`config.mk`:
```
export PLATFORM = sky130hd
export DESIGN_NAME = bridge_capability_headers
export DESIGN_NICKNAME = d
export VERILOG_FILES = /design/src/common/bridge_cap_pkg.sv /design/src/design/bridge_capability_headers.sv
export SDC_FILE = /design/constraint.sdc
export NUM_CORES = 1
export LEC_CHECK = 0
export ABC_AREA = 1
export BUFFER_PORTS_ARGS = -buffer_cell sky130_fd_sc_hd__buf_4
export CORE_AREA = 2 2 77 50
export CTS_BUF_LIST = sky130_fd_sc_hd__clkbuf_4
export CTS_CLUSTER_DIAMETER = 150
export DETAILED_ROUTE_END_ITERATION = 8
export DIE_AREA = 0 0 79 52
export GPL_ROUTABILITY_DRIVEN = 0
export GPL_TIMING_DRIVEN = 0
export PLACE_DENSITY = 0.76
export SLEW_MARGIN = 20
export SYNTH_ARGS = -nofsm -noshare
export SYNTH_HDL_FRONTEND = slang
export SYNTH_SLANG_ARGS = --single-unit
```
`constraint.sdc`:
```
create_clock -name pclk -period 1.06 [get_ports pclk]
set_input_delay 0.053 -clock pclk [delete_from_list [all_inputs] [get_ports pclk]]
set_output_delay 0.053 -clock pclk [all_outputs]
set_load 0.01 [all_outputs]
```
`src/common/bridge_cap_pkg.sv`:
```
package bridge_cap_pkg;

    // Word offsets of the capability structures
    localparam logic [7:0] SUBSYS_CAP_OFFSET = 8'ha8;
    localparam logic [7:0] SUBSYS_ID_OFFSET = 8'hac;
    localparam logic [7:0] EXPRESS_CAP_OFFSET = 8'hb0;
    // Local control and status words
    localparam logic [7:0] CAP_CONTROL_OFFSET = 8'hc0;
    localparam logic [7:0] CAP_STATUS_OFFSET = 8'hc4;

    // Fixed field values
    localparam logic [7:0] SUBSYS_CAP_ID = 8'h0d;
    localparam logic [7:0] NEXT_LINK_EXPRESS = 8'hb0;
    localparam logic [7:0] NEXT_LINK_SLOT_IDENT = 8'ha0;
    localparam logic [7:0] EXPRESS_CAP_ID = 8'h10;
    localparam logic [7:0] EXPRESS_NEXT_LINK = 8'hf0;
    localparam logic [3:0] EXPRESS_CAP_VERSION = 4'h1;
    localparam logic [4:0] INT_MSG_NUMBER = 5'h00;
    localparam logic [1:0] EXPRESS_RSVD = 2'h0;
    localparam logic [15:0] SUBSYS_RSVD = 16'h0000;
    localparam logic SLOT_FORWARD = 1'b0;
    localparam logic SLOT_REVERSE = 1'b1;

    // Field positions in the local words
    localparam int CTRL_SLOT_IDENT_BIT = 0;
    localparam int STATUS_REVERSE_BIT = 0;
    localparam int STATUS_LATCHED_BIT = 1;

    // Reset values and strap timing
    localparam logic CTRL_SLOT_IDENT_RESET = 1'b0;
    localparam logic [1:0] STRAP_SETTLE_CYCLES = 2'h3;

    typedef enum logic [3:0] {
        PORT_ENDPOINT = 4'h0,
        PORT_LEGACY_ENDPOINT = 4'h1,
        PORT_ROOT = 4'h4,
        PORT_SWITCH_UP = 4'h5,
        PORT_SWITCH_DOWN = 4'h6,
        PORT_EXPRESS_TO_CONV = 4'h7,
        PORT_CONV_TO_EXPRESS = 4'h8
    } port_type_t;

    typedef enum logic [0:0] {
        BUS_IDLE = 1'b0,
        BUS_ANSWER = 1'b1
    } bus_state_t;

    typedef struct packed {
        logic [15:0] reserved;
        logic [7:0] next_link;
        logic [7:0] cap_id;
    } subsys_word_t;

    typedef struct packed {
        logic [1:0] reserved;
        logic [4:0] msg_number;
        logic slot_implemented;
        port_type_t port_type;
        logic [3:0] version;
        logic [7:0] next_link;
        logic [7:0] cap_id;
    } express_word_t;

endpackage

```
`src/design/bridge_capability_headers.sv`:
```
// Added by the designer: the APB register port.
`timescale 1ns/10ps
// Functional notes
// [RULE1] Subsystem capability identifier reads 0Dh and ignores writes.
// [RULE2] Its next link reads B0h, or A0h with slot identification enabled.
// [RULE3] Low half of word ACh holds the read-only subsystem vendor code.
// [RULE4] High half of word ACh holds the read-only subsystem code.
// [RULE5] Express capability identifier at B0h reads 10h, writes ignored.
// [RULE6] Express next link at B0h reads F0h, read-only.
// [RULE7] Port type codes as listed; other codes are reserved.
// [RULE8] Port type reads 7h forward, 8h reverse, from the strap.
// [RULE9] Slot implemented bit reads 0 forward, 1 reverse, read-only.
// [RULE10] Writes leave every capability field unchanged; a write to C0h still switches the A8h next link between B0h and A0h.
// [RULE11] Reserved bits read zero, version 1h, message number 0h.
module bridge_capability_headers #(
    // Arbitrary identity values
    parameter logic [15:0] SUBSYS_VENDOR_CODE = 16'h5a17,
    parameter logic [15:0] SUBSYS_CODE = 16'h0c3e
) (
    input wire logic pclk,
    input wire logic presetn,
    input wire logic psel,
    input wire logic penable,
    input wire logic pwrite,
    input wire logic [7:0] paddr,
    input wire logic [31:0] pwdata,
    input wire logic [3:0] pstrb,
    input wire logic reverse_strap,
    output logic [31:0] prdata,
    output logic pready,
    output logic pslverr,
    output logic reverse_active,
    output logic slot_ident_active
);

    logic strap_meta;
    logic strap_sync;
    logic [1:0] settle_count;
    logic strap_latched;
    logic slot_ident_en;
    bridge_cap_pkg::bus_state_t bus_state;
    bridge_cap_pkg::bus_state_t next_bus_state;
    bridge_cap_pkg::subsys_word_t subsys_word;
    bridge_cap_pkg::express_word_t express_word;
    logic [31:0] subsys_id_word;
    logic [31:0] control_word;
    logic [31:0] status_word;
    logic [31:0] next_rdata;
    logic next_slverr;
    logic setup_phase;
    logic access_done;
    logic write_done;

    // Strap pin synchroniser
    always_ff @(posedge pclk or negedge presetn) begin
        if (!presetn) begin
            strap_meta <= 1'b0;
            strap_sync <= 1'b0;
        end else begin
            strap_meta <= reverse_strap;
            strap_sync <= strap_meta;
        end
    end

    // Strap caught once after the synchroniser has settled
    always_ff @(posedge pclk or negedge presetn) begin
        if (!presetn) begin
            settle_count <= 2'h0;
            strap_latched <= 1'b0;
            reverse_active <= 1'b0;
        end else if (!strap_latched) begin
            if (settle_count == bridge_cap_pkg::STRAP_SETTLE_CYCLES) begin
                strap_latched <= 1'b1;
                reverse_active <= strap_sync; // [RULE8]
            end else begin
                settle_count <= settle_count + 2'h1;
            end
        end
    end

    // Bus phases
    assign setup_phase = psel && !penable;
    assign access_done = psel && penable && pready;
    assign write_done = access_done && pwrite;

    // Local control word: slot identification enable
    always_ff @(posedge pclk or negedge presetn) begin
        if (!presetn) begin
            slot_ident_en <= bridge_cap_pkg::CTRL_SLOT_IDENT_RESET;
        end else if (write_done && pstrb[0] &&
                     paddr == bridge_cap_pkg::CAP_CONTROL_OFFSET) begin
            slot_ident_en <=
                pwdata[bridge_cap_pkg::CTRL_SLOT_IDENT_BIT]; // [RULE2]
        end
    end

    always_ff @(posedge pclk or negedge presetn) begin
        if (!presetn) begin
            slot_ident_active <= bridge_cap_pkg::CTRL_SLOT_IDENT_RESET;
        end else begin
            slot_ident_active <= slot_ident_en;
        end
    end

    // Capability words, built from constants, the strap and the slot identification enable
    always_comb begin
        subsys_word.reserved = bridge_cap_pkg::SUBSYS_RSVD; // [RULE11]
        subsys_word.cap_id = bridge_cap_pkg::SUBSYS_CAP_ID; // [RULE1]
        subsys_word.next_link = slot_ident_en ?
            bridge_cap_pkg::NEXT_LINK_SLOT_IDENT :
            bridge_cap_pkg::NEXT_LINK_EXPRESS; // [RULE2]
    end

    // [RULE3]
    // [RULE4]
    assign subsys_id_word = {SUBSYS_CODE, SUBSYS_VENDOR_CODE};

    always_comb begin
        express_word.reserved = bridge_cap_pkg::EXPRESS_RSVD; // [RULE11]
        express_word.msg_number = bridge_cap_pkg::INT_MSG_NUMBER; // [RULE11]
        express_word.version = bridge_cap_pkg::EXPRESS_CAP_VERSION; // [RULE11]
        express_word.cap_id = bridge_cap_pkg::EXPRESS_CAP_ID; // [RULE5]
        express_word.next_link = bridge_cap_pkg::EXPRESS_NEXT_LINK; // [RULE6]
        if (reverse_active) begin
            express_word.port_type =
                bridge_cap_pkg::PORT_CONV_TO_EXPRESS; // [RULE7]
            express_word.slot_implemented =
                bridge_cap_pkg::SLOT_REVERSE; // [RULE9]
        end else begin
            express_word.port_type =
                bridge_cap_pkg::PORT_EXPRESS_TO_CONV; // [RULE8]
            express_word.slot_implemented =
                bridge_cap_pkg::SLOT_FORWARD; // [RULE9]
        end
    end

    always_comb begin
        control_word = 32'h0000_0000;
        control_word[bridge_cap_pkg::CTRL_SLOT_IDENT_BIT] = slot_ident_en;
    end

    always_comb begin
        status_word = 32'h0000_0000;
        status_word[bridge_cap_pkg::STATUS_REVERSE_BIT] = reverse_active;
        status_word[bridge_cap_pkg::STATUS_LATCHED_BIT] = strap_latched;
    end

    // Read select; writes to capability words fall through unused
    always_comb begin
        next_rdata = 32'h0000_0000;
        next_slverr = 1'b0;
        unique case (paddr)
            bridge_cap_pkg::SUBSYS_CAP_OFFSET: next_rdata = subsys_word;
            bridge_cap_pkg::SUBSYS_ID_OFFSET: next_rdata = subsys_id_word;
            bridge_cap_pkg::EXPRESS_CAP_OFFSET: next_rdata = express_word;
            bridge_cap_pkg::CAP_CONTROL_OFFSET: next_rdata = control_word;
            bridge_cap_pkg::CAP_STATUS_OFFSET: next_rdata = status_word;
            default: next_slverr = 1'b1;
        endcase
        if (pwrite) begin
            next_rdata = 32'h0000_0000; // [RULE10]
        end
    end

    // Bus state: answer one cycle after setup
    always_comb begin
        next_bus_state = bus_state;
        unique case (bus_state)
            bridge_cap_pkg::BUS_IDLE: begin
                if (setup_phase) begin
                    next_bus_state = bridge_cap_pkg::BUS_ANSWER;
                end
            end
            bridge_cap_pkg::BUS_ANSWER: begin
                if (access_done) begin
                    next_bus_state = bridge_cap_pkg::BUS_IDLE;
                end
            end
        endcase
    end

    always_ff @(posedge pclk or negedge presetn) begin
        if (!presetn) begin
            bus_state <= bridge_cap_pkg::BUS_IDLE;
        end else begin
            bus_state <= next_bus_state;
        end
    end

    always_ff @(posedge pclk or negedge presetn) begin
        if (!presetn) begin
            pready <= 1'b0;
            pslverr <= 1'b0;
            prdata <= 32'h0000_0000;
        end else if (bus_state == bridge_cap_pkg::BUS_IDLE && setup_phase)
        begin
            pready <= 1'b1;
            pslverr <= next_slverr;
            prdata <= next_rdata;
        end else if (access_done) begin
            pready <= 1'b0;
            pslverr <= 1'b0;
            prdata <= 32'h0000_0000;
        end
    end

    logic rd_ok;
    assign rd_ok = access_done && !pwrite && !pslverr;
endmodule

```
==> flow_metrics.py <==
metrics = {
    "worst_hold_path": {
        "hold_class": "primary input to flop",
    },
    "sta": {
        "hold_slack_ns": 0.0486,
        "setup_slack_ns": -0.0523,
        "rsz0062_at_grt": "true",
        "hold_violations": 0,
        "clock_skew_ns": 0.00415,
        "setup_viol": 17,
        "min_period_ns": 1.11,
        "slew_viol_final": 0,
        "fin_crit_sh_pct": 105,
        "fmax_ghz": 0.899,
        "tns_ns": -0.534,
    },
    "drt": {
        "avgRoutedWirePerCell_um": 10.8,
        "drc": 0,
        "routed_wl_mm": 2.77,
        "postRouteAntennaNets": 0,
        "drtIter0Drc": 40,
        "vias_per_cell": 4.19,
        "vias": 1077,
        "first_pass_iters": 4,
    },
    "global_routing": {
        "antenna_found_initial": 0,
        "grt_max_degree": 24,
        "grt_usage_pct": 13.6,
        "grt_pass1_vias": 929,
        "grt_pass1_wl_mm": 4.28,
        "grt-ovfl-total": 0,
    },
    "floorplanning": {
        "fp-row-count": 17,
        "initial_core_util_pct": 36.2,
        "ioPinCount": 86,
        "die_y_um": 52,
        "coreArea_mm2": 0.00345,
        "dieWidth_um": 79,
        "dieArea_mm2": 0.00411,
    },
    "setup_path": {
        "cp_cell_sequence": "inv_2, nand3_4, nand2_4, inv_4, buf_6, nand2_2, nand3_2",
        "crit_path_top_delay_cell": "dfrtp_1",
        "crit_fanout": 5,
        "slowest_delay_ns": 0.41,
        "crit_type": "flop to flop",
        "startpoint_type": "flop",
        "endpoint_kind": "flop",
        "arrival_ns": 1.31,
        "required_ns": 1.26,
    },
    "pwr": {
        "ir_drop_v": 0.000555,
        "cellPowerDensity_mw_per_mm2": 1090,
        "leakagePower_nw": 1.04,
        "total_power_mw": 2.03,
    },
    "placement": {
        "pre_cts_ws_ns": -0.0733,
        "dp_cells": 248,
        "place_area_mm2": 0.00165,
        "io_buffers": 41,
        "dp_hpwl_mm": 2.05,
    },
    "yosys": {
        "synth_cell_types": 24,
        "syn_avg_cell_area_um2": 8.26,
        "syn_area_mm2": 0.00125,
        "synth_seq_cells": 23,
        "yosysSeqAreaShare_pct": 46.1,
        "syn_inst": 151,
        "yosysWarningCount": 0,
    },
    "flow_run": {
        "cap_violations": 0,
    },
    "clock_network": {
        "h-tree-depth": 1,
        "cts_root_buf": "clkbuf_4",
        "cts.sinks": 23,
        "cts_buffers": 3,
        "clkTransAtPathRegs_ns": 0.12,
        "clk_latency_ns": 0.31,
        "tritoncts": "yes",
        "ctsLongestPathBuffers": 2,
    },
    "layout": {
        "layout-drive-gt1-share_pct": 48.6,
        "area_growth_pct": 48.7,
        "antennaDiodeCount": 0,
        "stdcell_count": 257,
        "final_area_mm2": 0.00186,
        "nets": 262,
        "final_common_cell": "buf_4",
        "finish.utilization_pct": 53.8,
        "most-common-layout-cells": "buf_4 (48), nand2_1 (31), dfrtp_1 (22)",
    },
    "run_status": {
        "outcome": "complete, but fails checks",
        "violations": "setup timing",
    },
}
## routing by layer
| metal | GRT usage, % | share of wire [%] | vias up |
|---|---|---|---|
| li1 | - | - | 554 |
| met1 | 18.5 | 48 | 492 |
| met2 | 21.5 | 46 | 29 |
| met3 | 4.17 | 5.5 | 2 |
| met4 | 2.59 | 0.47 | 0 |
| met5 | 0 | 0 | - |
## synthesized netlist by cell type
cell / n / area (um^2)
nor2_2: 1 / 6.26
nand3b_1: 1 / 7.51
nand4_1: 3 / 18.8
dfrtp_1: 23 / 576
nor3_1: 1 / 5.00
o21ai_2: 1 / 8.76
buf_4: 20 / 150
nand2_2: 2 / 12.5
and2_1: 1 / 6.26
xor2_1: 1 / 8.76
buf_6: 1 / 11.3
nor2_1: 11 / 41.3
inv_2: 6 / 22.5
inv_1: 13 / 48.8
nor3_2: 1 / 10.0
nand3_1: 14 / 70.1
conb_1: 1 / 3.75
nor2_4: 2 / 22.5
a22o_1: 1 / 8.76
nand2_4: 2 / 22.5
a21oi_1: 2 / 10.0
ha_1: 1 / 12.5
nand2_1: 41 / 154
nand3_2: 1 / 10.0
## logic make-up (layout without fill, tap and decap cells)
logic type      Yosys count  in the layout  synth area share, %
buf+inv                  40             90                 18.7
xor+xnor                  1              1                0.702
simple gates             81             81                 31.0
flops                    23             23                 46.1
compound gates            4              4                 2.21
fa+ha+maj                 1              1                 1.00
other cells               1             10                0.301
## path summary, 6_finish.rpt
check / start / endpoint / slack (ns) / depth (start not counted)
worst max-delay path: bus_state / prdata[15] / -0.05 / 7
worst min-delay path: pstrb[0] / slot_ident_en / 0.05 / 3
worst max register to register: bus_state / prdata[15] / -0.05 / 7
worst min register to register: strap_meta / strap_sync / 0.36 / 0
max in group asynchronous: presetn / prdata[26] / 0.65 / 2
min in group asynchronous: presetn / prdata[24] / 0.17 / 2
## area by class of cell
type,instances,area (um^2)
plain buffers,17,154
multi-input cells,97,546
fillers,341,1590
flip-flops and latches,23,577
repair buffers,50,417
well taps,47,58.8
clock buffers,4,30.0
inverters,19,73.8
## critical path, delay by kind of cell (launching register included)
kind / cells / cell delay, ns
buffers and inverters: 3 / 0.26
DFF: 1 / 0.41
and+or+nand+nor: 4 / 0.34
## report_power, final
part / internal, mW / switching, mW / leakage, nW
Combinational: 0.290 / 0.310 / 0.743
Clock: 0.173 / 0.252 / 0.0184
Sequential: 0.943 / 0.0595 / 0.280
Total: 1.41 / 0.621 / 1.04
## state kept, by name (all words and copies together) (netlist names)
register,cells
prdata,12
strap_meta,1
slot_ident_active,1
strap_latched,1
strap_sync,1
settle_count,2
reverse_active,1
slot_ident_en,1
pready,1
bus_state,1
pslverr,1
## timing repair
item	CTS	global route
pin swaps	4	3
hold buffers	3	0
cloned	1	0
endpoints found under the hold margin	25	0
endpoints found under the setup margin	23	25
setup buffers	3	2
resized for setup	18	21
Note: power is estimated with default switching activity, not from simulation.
